<file path="config.mk">
export PLATFORM = sky130hd
export DESIGN_NAME = clock_channel_ctrl_status_regs
export DESIGN_NICKNAME = d
export VERILOG_FILES = /design/src/clk_status_pkg.sv /design/src/chan_phase_divider.sv /design/src/clock_channel_ctrl_status_regs.sv
export SDC_FILE = /design/constraint.sdc
export NUM_CORES = 1
export LEC_CHECK = 0
export BUFFER_PORTS_ARGS = -buffer_cell sky130_fd_sc_hd__buf_4
export CORE_MARGIN = 5
export CORE_UTILIZATION = 50
export CTS_BUF_LIST = sky130_fd_sc_hd__clkbuf_4 sky130_fd_sc_hd__clkbuf_8 sky130_fd_sc_hd__clkbuf_16
export DETAILED_ROUTE_END_ITERATION = 16
export PLACE_DENSITY = 0.66
export SYNTH_ARGS = -nofsm -noshare
export SYNTH_HDL_FRONTEND = slang
export SYNTH_SLANG_ARGS = --single-unit
export TNS_END_PERCENT = 10
</file>
<file path="constraint.sdc">
create_clock -name I_CLK_SYS -period 9.42 [get_ports I_CLK_SYS]
set_input_delay 0.471 -clock I_CLK_SYS [delete_from_list [all_inputs] [get_ports I_CLK_SYS]]
set_output_delay 0.471 -clock I_CLK_SYS [all_outputs]
set_load 0.02 [all_outputs]
</file>
<file path="src/clk_status_pkg.sv">
package clk_status_pkg;
	// ==========================================================
	// Register offsets
	localparam logic [11:0] ADDR_CHAN_DIV_LOW      = 12'h197;
	localparam logic [11:0] ADDR_CHAN_DIV_HIGH     = 12'h198;
	localparam logic [11:0] ADDR_CLEANUP_CTRL      = 12'h1BA;
	localparam logic [11:0] ADDR_CLEANUP_CHAN_CTRL = 12'h1BB;
	localparam logic [11:0] ADDR_LOCK_STATUS       = 12'h22C;
	localparam logic [11:0] ADDR_HOLDOVER_STATUS   = 12'h22D;

	// ==========================================================
	// Field positions
	localparam int PHASE_LSB     = 2;
	localparam int DIV_HIGH_MSB  = 1;
	localparam int WEAK_DRIVE_BIT = 4;
	localparam int PWRDN_BIT     = 7;
	localparam int CH1_VCXO_BIT  = 1;
	localparam int CH0_VCXO_BIT  = 0;
	localparam int HOLDOVER_BIT  = 3;
	localparam int REF_SEL_BIT   = 2;
	localparam int VCO_CAL_BIT   = 0;

	// ==========================================================
	// Reset values
	localparam logic [7:0] RST_CHAN_DIV_LOW      = 8'h00;
	localparam logic [7:0] RST_CHAN_DIV_HIGH     = 8'h00;
	localparam logic [7:0] RST_CLEANUP_CTRL      = 8'h01;
	localparam logic [7:0] RST_CLEANUP_CHAN_CTRL = 8'h00;

	// ==========================================================
	// Cleanup output divider codes
	localparam logic [3:0] CODE_DIV1  = 4'h0;
	localparam logic [3:0] CODE_DIV2  = 4'h1;
	localparam logic [3:0] CODE_DIV4  = 4'h2;
	localparam logic [3:0] CODE_DIV8  = 4'h4;
	localparam logic [3:0] CODE_DIV16 = 4'h8;

	// ==========================================================
	// Status carried from the analog core
	typedef struct packed {
		logic vco_synthesis_loop_ref_ok;
		logic cleanup_loop_fb_ok;
		logic vcxo_ok;
		logic test_ref_ok;
		logic reference_input_b_ok;
		logic reference_input_a_ok;
		logic vco_synthesis_loop_locked;
		logic cleanup_loop_locked;
		logic holdover;
		logic ref_b_selected;
		logic auto_ref_mode;
		logic vco_cal_busy;
	} core_status_t;
endpackage

</file>
<file path="src/chan_phase_divider.sv">
`timescale 1ns/1ps
module chan_phase_divider #(
	parameter int DIV_W   = 10,
	parameter int PHASE_W = 6
) (
	input  wire logic               i_clk,
	input  wire logic               i_rst,
	input  wire logic               i_half_tick,
	input  wire logic               i_sync,
	input  wire logic [DIV_W-1:0]   i_div,
	input  wire logic [PHASE_W-1:0] i_phase,
	output logic                    o_clk
);
	initial
	begin
		if (DIV_W < 1 || PHASE_W < 1)
			$error("chan_phase_divider: widths must be positive");
	end

	typedef enum logic {ST_DELAY, ST_RUN} div_state_t;

	div_state_t         state_reg, state_next;
	logic [DIV_W:0]     cnt_reg, cnt_next;
	logic [PHASE_W-1:0] dly_reg, dly_next;
	logic               out_reg, out_next;
	logic [DIV_W:0]     half_len;

	// ==========================================================
	// Next state: counts half periods of the divider input
	always_comb
	begin
		half_len   = {1'b0, i_div} + {{DIV_W{1'b0}}, 1'b1};
		state_next = state_reg;
		cnt_next   = cnt_reg;
		dly_next   = dly_reg;
		out_next   = out_reg;
		if (i_sync)
		begin
			// Each phase step is one half period of the input
			state_next = ST_DELAY;
			dly_next   = i_phase;
			cnt_next   = '0;
			out_next   = 1'b0;
		end
		else
		begin
			unique case (state_reg)
				ST_DELAY:
				begin
					if (dly_reg == '0)
					begin
						state_next = ST_RUN;
						out_next   = 1'b1;
					end
					else if (i_half_tick)
						dly_next = dly_reg - 1'b1;
				end
				ST_RUN:
				begin
					if (i_half_tick)
					begin
						// Full period is 2*(N+1) half ticks, 50% duty
						if (cnt_reg == {half_len[DIV_W-1:0], 1'b0} - 1'b1)
							cnt_next = '0;
						else
							cnt_next = cnt_reg + 1'b1;
						out_next = (cnt_next < half_len);
					end
				end
			endcase
		end
	end

	// ==========================================================
	// State registers
	always_ff @(posedge i_clk or posedge i_rst)
	begin
		if (i_rst)
		begin
			state_reg <= ST_RUN;
			cnt_reg   <= '0;
			dly_reg   <= '0;
			out_reg   <= 1'b1;
		end
		else
		begin
			state_reg <= state_next;
			cnt_reg   <= cnt_next;
			dly_reg   <= dly_next;
			out_reg   <= out_next;
		end
	end

	assign o_clk = out_reg;
endmodule

</file>
<file path="src/clock_channel_ctrl_status_regs.sv">
`timescale 1ns/1ps
module clock_channel_ctrl_status_regs (
	input  wire logic                        I_CLK_SYS,
	input  wire logic                        I_SYS_RST,
	input  wire logic                        I_REG_WR,
	input  wire logic                        I_REG_RD,
	input  wire logic [11:0]                 I_REG_ADDR,
	input  wire logic [7:0]                  I_REG_WDATA,
	input  wire clk_status_pkg::core_status_t I_CORE_STATUS,
	input  wire logic                        I_SYNC,
	input  wire logic                        I_VCO_DIV_HALF_TICK,
	input  wire logic                        I_VCXO_HALF_TICK,
	output logic [7:0]                       O_REG_RDATA,
	output logic                             O_REG_RVALID,
	output logic [1:0]                       O_CHAN_CLK,
	output logic                             O_CLEANUP_OUT,
	output logic                             O_CLEANUP_WEAK_DRIVE,
	output logic                             O_CLEANUP_PWRDN
);
	import clk_status_pkg::*;

	logic [7:0]   div_low_reg, div_low_next;
	logic [7:0]   div_high_reg, div_high_next;
	logic [7:0]   cu_ctrl_reg, cu_ctrl_next;
	logic [7:0]   cu_chan_reg, cu_chan_next;
	logic [7:0]   rdata_reg, rdata_next;
	logic         rvalid_reg;
	core_status_t stat_meta_reg, stat_reg;
	logic         sync_meta_reg, sync_reg;
	logic [4:0]   cu_cnt_reg, cu_cnt_next;
	logic         cu_out_reg, cu_out_next;
	logic         weak_reg, pwrdn_reg;
	logic [1:0]   ch_tick;
	logic [1:0]   ch_clk;
	logic [9:0]   div_val;

	// ==========================================================
	// Map a divider code to the counter bit to use
	function automatic logic [2:0] cleanup_tap(input logic [3:0] code);
		unique case (code)
			CODE_DIV1:  cleanup_tap = 3'h0;
			CODE_DIV2:  cleanup_tap = 3'h1;
			CODE_DIV4:  cleanup_tap = 3'h2;
			CODE_DIV8:  cleanup_tap = 3'h3;
			CODE_DIV16: cleanup_tap = 3'h4;
			// Forbidden codes fall back to the default ratio
			default:    cleanup_tap = 3'h1;
		endcase
	endfunction

	// ==========================================================
	// Status and sync pins cross from the analog core: two flops
	always_ff @(posedge I_CLK_SYS or posedge I_SYS_RST)
	begin
		if (I_SYS_RST)
		begin
			stat_meta_reg <= '0;
			stat_reg      <= '0;
			sync_meta_reg <= 1'b0;
			sync_reg      <= 1'b0;
		end
		else
		begin
			stat_meta_reg <= I_CORE_STATUS;
			stat_reg      <= stat_meta_reg;
			sync_meta_reg <= I_SYNC;
			sync_reg      <= sync_meta_reg;
		end
	end

	// ==========================================================
	// Register writes and registered readback
	always_comb
	begin
		div_low_next  = div_low_reg;
		div_high_next = div_high_reg;
		cu_ctrl_next  = cu_ctrl_reg;
		cu_chan_next  = cu_chan_reg;
		rdata_next    = rdata_reg;
		if (I_REG_WR)
		begin
			// Readback addresses are absent here, so writes drop
			unique case (I_REG_ADDR)
				ADDR_CHAN_DIV_LOW:      div_low_next  = I_REG_WDATA;
				ADDR_CHAN_DIV_HIGH:     div_high_next = I_REG_WDATA;
				ADDR_CLEANUP_CTRL:      cu_ctrl_next  =
					{3'h0, I_REG_WDATA[4:0]};
				ADDR_CLEANUP_CHAN_CTRL: cu_chan_next  =
					{I_REG_WDATA[7], 5'h00, I_REG_WDATA[1:0]};
				default: ;
			endcase
		end
		if (I_REG_RD)
		begin
			unique case (I_REG_ADDR)
				ADDR_CHAN_DIV_LOW:      rdata_next = div_low_reg;
				ADDR_CHAN_DIV_HIGH:     rdata_next = div_high_reg;
				ADDR_CLEANUP_CTRL:      rdata_next = cu_ctrl_reg;
				ADDR_CLEANUP_CHAN_CTRL: rdata_next = cu_chan_reg;
				ADDR_LOCK_STATUS:
					rdata_next = {stat_reg.vco_synthesis_loop_ref_ok,
						stat_reg.cleanup_loop_fb_ok,
						stat_reg.vcxo_ok,
						stat_reg.test_ref_ok,
						stat_reg.reference_input_b_ok,
						stat_reg.reference_input_a_ok,
						stat_reg.vco_synthesis_loop_locked,
						stat_reg.cleanup_loop_locked};
				ADDR_HOLDOVER_STATUS:
				begin
					rdata_next = 8'h00;
					rdata_next[HOLDOVER_BIT] = stat_reg.holdover;
					// Meaningless in manual mode, so it reads zero there
					rdata_next[REF_SEL_BIT] = stat_reg.auto_ref_mode
						& stat_reg.ref_b_selected;
					rdata_next[VCO_CAL_BIT] = stat_reg.vco_cal_busy;
				end
				default: rdata_next = 8'h00;
			endcase
		end
	end

	// ==========================================================
	// Register bank flops
	always_ff @(posedge I_CLK_SYS or posedge I_SYS_RST)
	begin
		if (I_SYS_RST)
		begin
			div_low_reg  <= RST_CHAN_DIV_LOW;
			div_high_reg <= RST_CHAN_DIV_HIGH;
			cu_ctrl_reg  <= RST_CLEANUP_CTRL;
			cu_chan_reg  <= RST_CLEANUP_CHAN_CTRL;
			rdata_reg    <= 8'h00;
			rvalid_reg   <= 1'b0;
		end
		else
		begin
			div_low_reg  <= div_low_next;
			div_high_reg <= div_high_next;
			cu_ctrl_reg  <= cu_ctrl_next;
			cu_chan_reg  <= cu_chan_next;
			rdata_reg    <= rdata_next;
			rvalid_reg   <= I_REG_RD;
		end
	end

	// ==========================================================
	// Channel dividers with per-channel input routing
	assign div_val = {div_high_reg[DIV_HIGH_MSB:0], div_low_reg};
	assign ch_tick[0] = cu_chan_reg[CH0_VCXO_BIT] ?
		I_VCXO_HALF_TICK : I_VCO_DIV_HALF_TICK;
	assign ch_tick[1] = cu_chan_reg[CH1_VCXO_BIT] ?
		I_VCXO_HALF_TICK : I_VCO_DIV_HALF_TICK;

	genvar ch;
	generate
		for (ch = 0; ch < 2; ch++)
		begin : g_chan
			chan_phase_divider #(
				.DIV_W   (10),
				.PHASE_W (6)
			) u_div (
				.i_clk       (I_CLK_SYS),
				.i_rst       (I_SYS_RST),
				.i_half_tick (ch_tick[ch]),
				.i_sync      (sync_reg),
				.i_div       (div_val),
				.i_phase     (div_high_reg[7:PHASE_LSB]),
				.o_clk       (ch_clk[ch])
			);
		end
	endgenerate

	// ==========================================================
	// Cleanup loop buffered output: binary divider on VCXO ticks
	always_comb
	begin
		cu_cnt_next = cu_cnt_reg;
		if (I_VCXO_HALF_TICK)
			cu_cnt_next = cu_cnt_reg + 1'b1;
		// Powered-down driver is held low to avoid glitches on restart
		if (cu_chan_reg[PWRDN_BIT])
			cu_out_next = 1'b0;
		else
			cu_out_next = cu_cnt_next[cleanup_tap(cu_ctrl_reg[3:0])];
	end

	always_ff @(posedge I_CLK_SYS or posedge I_SYS_RST)
	begin
		if (I_SYS_RST)
		begin
			cu_cnt_reg <= 5'h00;
			cu_out_reg <= 1'b0;
			weak_reg   <= 1'b0;
			pwrdn_reg  <= 1'b0;
		end
		else
		begin
			cu_cnt_reg <= cu_cnt_next;
			cu_out_reg <= cu_out_next;
			weak_reg   <= cu_ctrl_reg[WEAK_DRIVE_BIT];
			pwrdn_reg  <= cu_chan_reg[PWRDN_BIT];
		end
	end

	assign O_REG_RDATA          = rdata_reg;
	assign O_REG_RVALID         = rvalid_reg;
	assign O_CHAN_CLK           = ch_clk;
	assign O_CLEANUP_OUT        = cu_out_reg;
	assign O_CLEANUP_WEAK_DRIVE = weak_reg;
	assign O_CLEANUP_PWRDN      = pwrdn_reg;
endmodule

</file>
# Word level (Yosys, flattened, before mapping)
# Cells that the tools add are included.
# totals
reg_bits,105
latchBits,0
ramBits,0
mem_bits_ro,0
inputBits,39
output_inout_bits,14
wordCells,138
memories,0
# classes
add_sub_neg,7
mul,0
n_div,0
magnitude_cmp,3
eq_ne,19
n_shift,0
n_mux,45
bitwise_logic,3
reduce_logical,17
# ops
operator,n
two-way mux 11 bit,14
"== test 12 x 9 -> 1 bit, second input constant",4
two-way mux 6 bit,8
one-hot mux 8 bit (6 select lines),1
"== test 12 x 10 -> 1 bit, second input constant",2
"adder 11 x 1 -> 11 bit, second input constant",2
== test 11 bit,2
less-than comparator 11 bit,2
two-way mux 1 bit,16
AND reduction 2 bit,8
zero test 6 bit,2
"inequality test 3 x 2 -> 1 bit, second input constant",4
one-hot mux 3 bit (4 select lines),1
"subtractor 6 x 1 -> 6 bit, second input constant",2
"adder 10 x 1 -> 11 bit, second input constant",1
"subtractor 11 x 1 -> 11 bit, second input constant",1
"inequality test 2 bit, second input constant",4
nonzero test 2 bit,4
AND reduction 3 bit,2
"adder 5 x 1 -> 5 bit, second input constant",1
two-way mux 5 bit,1
"== test 4 x 2 -> 1 bit, second input constant",1
"== test 4 x 3 -> 1 bit, second input constant",1
"== test 4 bit, second input constant",1
other kinds (7),9

# Logic depth before layout (Yosys ltp)
# Gate-level depths: netlist of run 1.
# logic_depth
ltp_word,11
depth_mapped,20

# Modules after synthesis
# From an unflattened synthesis of run 1, not the netlist that was laid out.
# unflattened
hier_cells,721
area_unflattened_um2,6914.1
# modules_own_cells
module,n_inst,cells_each,area_per_inst_um2,seq_area_each_um2
clock_channel_ctrl_status_regs,1,200,2735.1,1677.9
chan_phase_divider (g_chan[1].u_div),1,276,2183.3,478.0
chan_phase_divider (g_chan[0].u_div),1,245,1995.7,478.0

# Worst setup path before layout of run 1
# No wires, ideal clock.
# synth_timing
kind,register to register
startpoint,register div_low_reg[0]
endpoint,register g_chan[0].u_div.out_reg
setup_ns,0.078
arrival_ns,3.881
required_time_ns,9.342
setup_slack_ns,5.461
stages_incl_launch_ff,21
n_path_buf,3
cell_sequence,dfrtp_1 > ha_1 > clkbuf_1 > o211a_1 > a22oi_2 > xnor3_1 > a2111oi_2 > nand4b_1 > or4_1 > buf_4 > buf_6 > and2_1 > ha_1 > a21o_1 > a21oi_1 > nor2b_1 > o21ai_0 > nand2b_1 > a21oi_1 > nor2_1 > o22ai_1
# synth_via
elab_chain_cells,11
# synth_rtl
element,line_no,rtl
start: declaration,clock_channel_ctrl_status_regs.sv:22,"logic [7:0] div_low_reg, div_low_next;"
start signal: assignment,clock_channel_ctrl_status_regs.sv:138,div_low_reg <= div_low_next;
adder 10 x 1 -> 11 bit *,chan_phase_divider.sv:32,"half_len = {1'b0, i_div} + {{DIV_W{1'b0}}, 1'b1};"
subtractor 11 x 1 -> 11 bit,chan_phase_divider.sv:63,"if (cnt_reg == {half_len[DIV_W-1:0], 1'b0} - 1'b1)"
== test 11 bit,chan_phase_divider.sv:63,
two-way mux 11 bit,chan_phase_divider.sv:63,
two-way mux 11 bit,chan_phase_divider.sv:60,if (i_half_tick)
two-way mux 11 bit,chan_phase_divider.sv:47,unique case (state_reg)
two-way mux 11 bit,chan_phase_divider.sv:37,if (i_sync)
less-than comparator 11 bit *,chan_phase_divider.sv:67,out_next = (cnt_next < half_len);
two-way mux 1 bit *,chan_phase_divider.sv:60,
one-hot mux 1 bit (2 select lines) *,chan_phase_divider.sv:47,
two-way mux 1 bit *,chan_phase_divider.sv:37,
end signal: assignment,chan_phase_divider.sv:90,out_reg <= out_next;
end: declaration,chan_phase_divider.sv:25,"logic out_reg, out_next;"
# Mark *: on every way between the ends. The rest lies on a longest branch, timed or not. The select of a mux whose other input is x is not followed.
# A chain may end at the register's enable or synchronous reset.

# Worst setup path after layout of run 1
# layout_timing
startpoint,register div_low_reg[0]
endpoint,register g_chan[1].u_div.out_reg
# layout_via
elab_chain_cells,11
# layout_rtl
element,line_no
adder 10 x 1 -> 11 bit *,chan_phase_divider.sv:32
subtractor 11 x 1 -> 11 bit,chan_phase_divider.sv:63
== test 11 bit,chan_phase_divider.sv:63
two-way mux 11 bit,chan_phase_divider.sv:63
two-way mux 11 bit,chan_phase_divider.sv:60
two-way mux 11 bit,chan_phase_divider.sv:47
two-way mux 11 bit,chan_phase_divider.sv:37
less-than comparator 11 bit *,chan_phase_divider.sv:67
two-way mux 1 bit *,chan_phase_divider.sv:60
one-hot mux 1 bit (2 select lines) *,chan_phase_divider.sv:47
two-way mux 1 bit *,chan_phase_divider.sv:37
end signal: assignment,chan_phase_divider.sv:90
end: declaration,chan_phase_divider.sv:25
# Marks and branches as above.

==> impl_metrics.env, run 1 <==
export IMPL_status="finished clean"
export IMPL_crit_type="register to register"
export IMPL_synth_fp_nets=727
export IMPL_crit_family="simple AND/OR/NAND/NOR gates"
export IMPL_syn_cell_area_um2=6390
export IMPL_grt_use_total_pct=21.1
export IMPL_synth_async_sr_flop_share_pct=100
export IMPL_antenna_found_initial=0
export IMPL_ios=53
export IMPL_fin_setup_tns_ps=0
export IMPL_cts_buffers=9
export IMPL_port_buffers=52
export IMPL_clock_path_buffers=2
export IMPL_synthFlopType="dfrtp_1"
export IMPL_drive_gt1_share_pct=16.8
export IMPL_yosysSeqAreaShare_pct=41.2
export IMPL_grt_max_degree=71
export IMPL_clock_latency_ps=360
export IMPL_synth_warnings=0
export IMPL_cp_cell_sequence="ha_1 -> nand3_1 -> o21ai_1 -> and2_1 -> nand3_1 -> xnor2_1 -> nor4_4 -> nor2_1 -> ha_1 -> a21oi_1 -> nor2b_1 -> o21ai_0 -> nand2b_1 -> a21oi_1 -> nor2b_1 -> o311a_1 -> o31ai_1"
export IMPL_worst_pin_slew_ps=879
export IMPL_leakagePower_nw=3.21
export IMPL_cts_tree="yes"
export IMPL_rows=41
export IMPL_drcViolationCount=0
export IMPL_switching_share_pct=33.6
export IMPL_ys_ff_latch=105
export IMPL_htreeDepth=3
export IMPL_yosysMostFrequentCell="dfrtp_1"
export IMPL_fin_util_pct=56.7
export IMPL_largest_reg_flops=22
export IMPL_ctsResizeCount=0
export IMPL_post_dp_hpwl_mm=11.2
export IMPL_dp_cells=846
export IMPL_gp_congestion=0.927
export IMPL_synth_area_leader_cell="dfrtp_1"
export IMPL_synth_top_area_share_pct=39.1
export IMPL_pwr_share_seq_pct=44.8
export IMPL_arrival_ps=5230
export IMPL_drv_slew=0
export IMPL_die_w_um=123
export IMPL_p_int_mw=0.840
export IMPL_final_cell_count_no_fill=862
export IMPL_period_minus_slack_ps=4970
export IMPL_cap_violations=0
export IMPL_start_kind="register"
export IMPL_finalPower_mw=1.26
export IMPL_grt_setup_unrepaired="false"
export IMPL_min_path_type="primary input to async pin"
export IMPL_start_util_pct=50.9
export IMPL_setup_viol=0
export IMPL_postRouteAntennaNets=0
export IMPL_synth_cell_type_count=68
export IMPL_vias=5090
export IMPL_grt_pass1_vias=4930
export IMPL_crit_slowest_cell="nor4_4"
export IMPL_wirelength_mm=14.9
export IMPL_die_area_um2=15100
export IMPL_drtIter0Drc=398
export IMPL_cp_required_ps=9680
export IMPL_dr_pass1_iters=5
export IMPL_end_kind="register"
export IMPL_slew_headroom_pct=41.0
export IMPL_cts_setup_buffers=0
export IMPL_pwr_density_cell_nw_per_um2=178
export IMPL_wl_per_cell_um=17.2
export IMPL_cts_root_buf="clkbuf_16"
export IMPL_nets=753
export IMPL_nFillCells=1129
export IMPL_diodes=0
export IMPL_synthCells=659
export IMPL_critPathBufInv=0
export IMPL_finalHoldViolCount=0
export IMPL_cpPeakStageDelay_ps=790
export IMPL_vias_per_cell=5.90
export IMPL_grt_ovfl_total=0
export IMPL_path_clk_slew_ps=70
export IMPL_comb_power_share_pct=26.1
export IMPL_cts_hold_buf=0
export IMPL_p_clk_share_pct=29.2
export IMPL_synth_common_cells="dfrtp_1, nand2_1, nor2_1"
export IMPL_period_share_pct=52.7
export IMPL_die_y_um=123
export IMPL_yosys_top_cells_area="dfrtp_1, ha_1, mux2_2"
export IMPL_synth_edf_count=0
export IMPL_max_freq_ghz=0.201
export IMPL_syn_to_final_growth_pct=11.4
export IMPL_grt_pass1_wl_mm=25.1
export IMPL_syn_area_per_cell_um2=9.70
export IMPL_clock_sinks=105
export IMPL_peakVddDrop_mv=0.125
export IMPL_switchingPower_mw=0.425
export IMPL_crit_path_max_fanout=17
export IMPL_core_area_um2=12600
export IMPL_finalClockSkew_ps=10.0
==> final cells by class <==
cell class                 instances  area, um2  area share (%)
multi-input combinational        480       3430            48.2
clock buffer                      11        240            3.37
tap                              172        215            3.02
inverter                          30        115            1.62
clock inverter                     5       46.3           0.650
sequential                       105       2630            37.0
timing repair buffer              59        443            6.22
==> per-layer routing <==
metal / up-vias / GRT usage [%] / share of wire (%)
met5: - / 0 / 0
met4: 0 / 7.13 / 2.1
met3: 23 / 3.80 / 4.7
met2: 128 / 34.7 / 49
met1: 2485 / 28.3 / 44
li1: 2454 / - / -
==> cells in the final DEF (no fill, tap or decap), drive strengths merged, types with 13 or more instances in the layout <==
| cell | n |
|---|---|
| nand2 | 40 |
| ha | 29 |
| mux2 | 23 |
| inv | 34 |
| a21oi | 29 |
| a31oi | 27 |
| and2 | 14 |
| buf | 59 |
| o21ai | 26 |
| nor2 | 39 |
| nand4 | 13 |
| nor3 | 22 |
| xor2 | 18 |
| xnor2 | 18 |
| nand3 | 29 |
| dfrtp | 100 |
| and3 | 16 |
==> final timing paths <==
path | startpoint | to | slack (ps) | depth (start not counted)
worst min register to register | stat_meta_reg[7] | stat_reg[7] | 350 | 0
worst max register to register | div_low_reg[0] | g_chan[1].u_div.o_clk | 4450 | 17
min in group I_CLK_SYS | I_SYNC | sync_meta_reg | 220 | 1
worst min-delay path | I_SYS_RST | sync_meta_reg | 120 | 2
max in group asynchronous | I_SYS_RST | g_chan[0].u_div.cnt_reg[8] | 8080 | 3
worst max-delay path | div_low_reg[0] | g_chan[1].u_div.o_clk | 4450 | 17
==> per-stage QoR <==
step | hold WS, ps | cell area [um2] | setup slack, ps
after floorplan | 331 | 6390 | 5460
after global placement | 332 | 6840 | 4720
after detailed placement | 335 | 6840 | 4510
after CTS | 135 | 7130 | 4470
after global routing | 163 | 7130 | 3900
final | 124 | 7130 | 4450
==> cell families after synthesis <==
group / share of synthesized area (%)
and+or+nand+nor: 18.0
AOI/OAI and AO/OA: 17.2
DFF: 41.2
buffers and inverters: 5.13
xor gates and xnor gates: 8.10
adders and majority gates: 5.68
muxes: 4.68
==> power by group through the flow <==
| stage | Clock, mW | Sequential (mW) | Combinational [mW] |
|---|---|---|---|
| floorplan | 0 | 0.561 | 0.253 |
| global placement | 0 | 0.571 | 0.317 |
| detailed placement | 0 | 0.574 | 0.330 |
| CTS | 0.379 | 0.566 | 0.332 |
| global route | 0.395 | 0.576 | 0.374 |
| finish | 0.369 | 0.566 | 0.330 |
(Power assumes the default switching activity.)
==> run 2, diff against run 1 <==
- clock period: 9.42 -> 5.2 ns (I/O delays scaled with it)
==> impl_metrics.env, run 2 (synthesized netlist as in run 1, its figures left out) <==
export IMPL_drtIter0Drc=365
export IMPL_pwr_density_cell_nw_per_um2=321
export IMPL_post_dp_hpwl_mm=11.2
export IMPL_vias=5123
export IMPL_cts_setup_buffers=0
export IMPL_syn_to_final_growth_pct=14.2
export IMPL_grt_pass1_vias=4988
export IMPL_setup_viol=0
export IMPL_htreeDepth=3
export IMPL_clock_sinks=105
export IMPL_cts_root_buf="clkbuf_16"
export IMPL_antenna_found_initial=0
export IMPL_die_w_um=123
export IMPL_max_freq_ghz=0.211
export IMPL_cp_required_ps=5470
export IMPL_final_area_um2=7300
export IMPL_layout_commonest_cell="dfrtp_1"
export IMPL_rows=41
export IMPL_end_kind="register"
export IMPL_cp_startpoint="div_low_reg[0]"
export IMPL_die_area_um2=15100
export IMPL_cts_tree="yes"
export IMPL_die_y_um=123
export IMPL_grt_ovfl_total=0
export IMPL_setup_ws_ps=456
export IMPL_postRouteAntennaNets=0
export IMPL_crit_end="g_chan[1].u_div.o_clk"
export IMPL_slew_headroom_pct=41.2
export IMPL_vias_per_cell=5.83
export IMPL_cap_violations=0
export IMPL_ff2ff_path_depth=17
export IMPL_crit_slowest_cell="ha_1"
export IMPL_finalHoldViolCount=0
export IMPL_period_share_pct=91.2
export IMPL_clock_latency_ps=360
export IMPL_min_path_type="primary input to register"
export IMPL_leakagePower_nw=3.29
export IMPL_p_clk_share_pct=30.0
export IMPL_regToRegStartpoint="div_low_reg[0]"
export IMPL_grt_setup_unrepaired="false"
export IMPL_crit_path_max_fanout=17
export IMPL_wirelength_mm=15.3
export IMPL_placed_area_um2=6850
export IMPL_switching_share_pct=34.2
export IMPL_largest_reg_flops=22
export IMPL_layout_common_cells="dfrtp_1, buf_4, nand2_1, nor2_1"
export IMPL_period_minus_slack_ps=4740
export IMPL_finalClockSkew_ps=8.85
export IMPL_fin_setup_tns_ps=0
export IMPL_nets=769
export IMPL_multi_input_area_um2=3430
export IMPL_switchingPower_mw=0.802
export IMPL_peakVddDrop_mv=0.196
export IMPL_port_buffers=52
export IMPL_pwr_share_seq_pct=43.8
export IMPL_core_area_um2=12600
export IMPL_diodes=0
export IMPL_crit_type="register to register"
export IMPL_wl_per_cell_um=17.4
export IMPL_cp_cell_sequence="ha_1 -> nand3_1 -> o21ai_1 -> and2_1 -> nand3_1 -> xnor2_1 -> nor4_4 -> nor2_1 -> ha_1 -> a21oi_1 -> nor2b_1 -> o21ai_0 -> nand2b_1 -> a21oi_1 -> nor2b_1 -> o311a_1 -> o31ai_1"
export IMPL_hold_ws_ps=114
export IMPL_layout_area_seq_um2=2630
export IMPL_start_util_pct=50.9
export IMPL_clock_path_buffers=2
export IMPL_comb_power_share_pct=26.2
export IMPL_drive_gt1_share_pct=16.7
export IMPL_drv_slew=0
export IMPL_gp_congestion=0.915
export IMPL_status="finished clean"
export IMPL_path_clk_slew_ps=80
export IMPL_nFillCells=1120
export IMPL_arrival_ps=5010
export IMPL_fin_util_pct=58.1
export IMPL_ios=53
export IMPL_dpl_worst_slack_ps=548
export IMPL_dr_pass1_iters=5
export IMPL_worst_pin_slew_ps=882
export IMPL_reg2reg_to="g_chan[1].u_div.o_clk"
export IMPL_cpPeakStageDelay_ps=640
export IMPL_cts_buffers=9
export IMPL_grt_max_degree=71
export IMPL_start_kind="register"
export IMPL_p_int_mw=1.54
export IMPL_drcViolationCount=0
export IMPL_grt_pass1_wl_mm=24.9
export IMPL_grt_use_total_pct=21.0
export IMPL_r2r_setup_slack_ps=460
==> run 2: cell type report <==
class | count | area share [%]
clock buffers | 10 | 3.27
inverters | 30 | 1.58
repair buffers | 75 | 8.19
multi-input cells | 480 | 47.0
flip-flops and latches | 105 | 36.1
well taps | 172 | 2.95
clock inverters | 6 | 0.976
==> run 2: stage by stage <==
step / power (mW) / instances
3_5_place_dp: 1.64 / 848
4_1_cts: 2.36 / 878
5_1_grt: 2.49 / 878
3_3_place_gp: 1.62 / 848
6_report: 2.35 / 878
2_1_floorplan: 1.48 / 659
==> run 2: timing repair <==
action / in CTS / in global routing
gates resized for setup: 0 / 0
hold buffers: 14 / 0
endpoints found under the hold margin: 45 / 0
==> run 2: per-layer routing <==
metal | track usage (%) | share of wire [%]
met3 | 4.85 | 5.4
met1 | 28.3 | 45
met5 | 0 | 0
met4 | 6.44 | 1.7
met2 | 34.1 | 48
==> run 2: critical path, delay by kind of cell, from the launching register on <==
kind	cells	cell delay, ps
and+or+nand+nor	8	1530
AOI/OAI and AO/OA	6	1340
adders and majority gates	2	960
DFF	1	620
xor gates and xnor gates	1	190
==> run 2: worst min path at each step <==
stage	from	endpoint	slack (ps)	depth (start not counted)
floorplan	I_REG_RD	O_REG_RVALID	290	0
global placement	I_SYS_RST	sync_meta_reg	310	2
detailed placement	I_SYS_RST	sync_meta_reg	310	2
CTS	I_REG_RD	O_REG_RVALID	100	1
global route	I_REG_RD	O_REG_RVALID	100	1
finish	I_REG_RD	O_REG_RVALID	110	1
==> run 2: power by group through the flow <==
stage               registers (mW)  logic [mW]  clock network (mW)
floorplan                     1.02       0.459                   0
global placement              1.04       0.583                   0
detailed placement            1.04       0.604                   0
CTS                           1.03       0.614               0.723
global route                  1.04       0.697               0.753
finish                        1.03       0.615               0.703
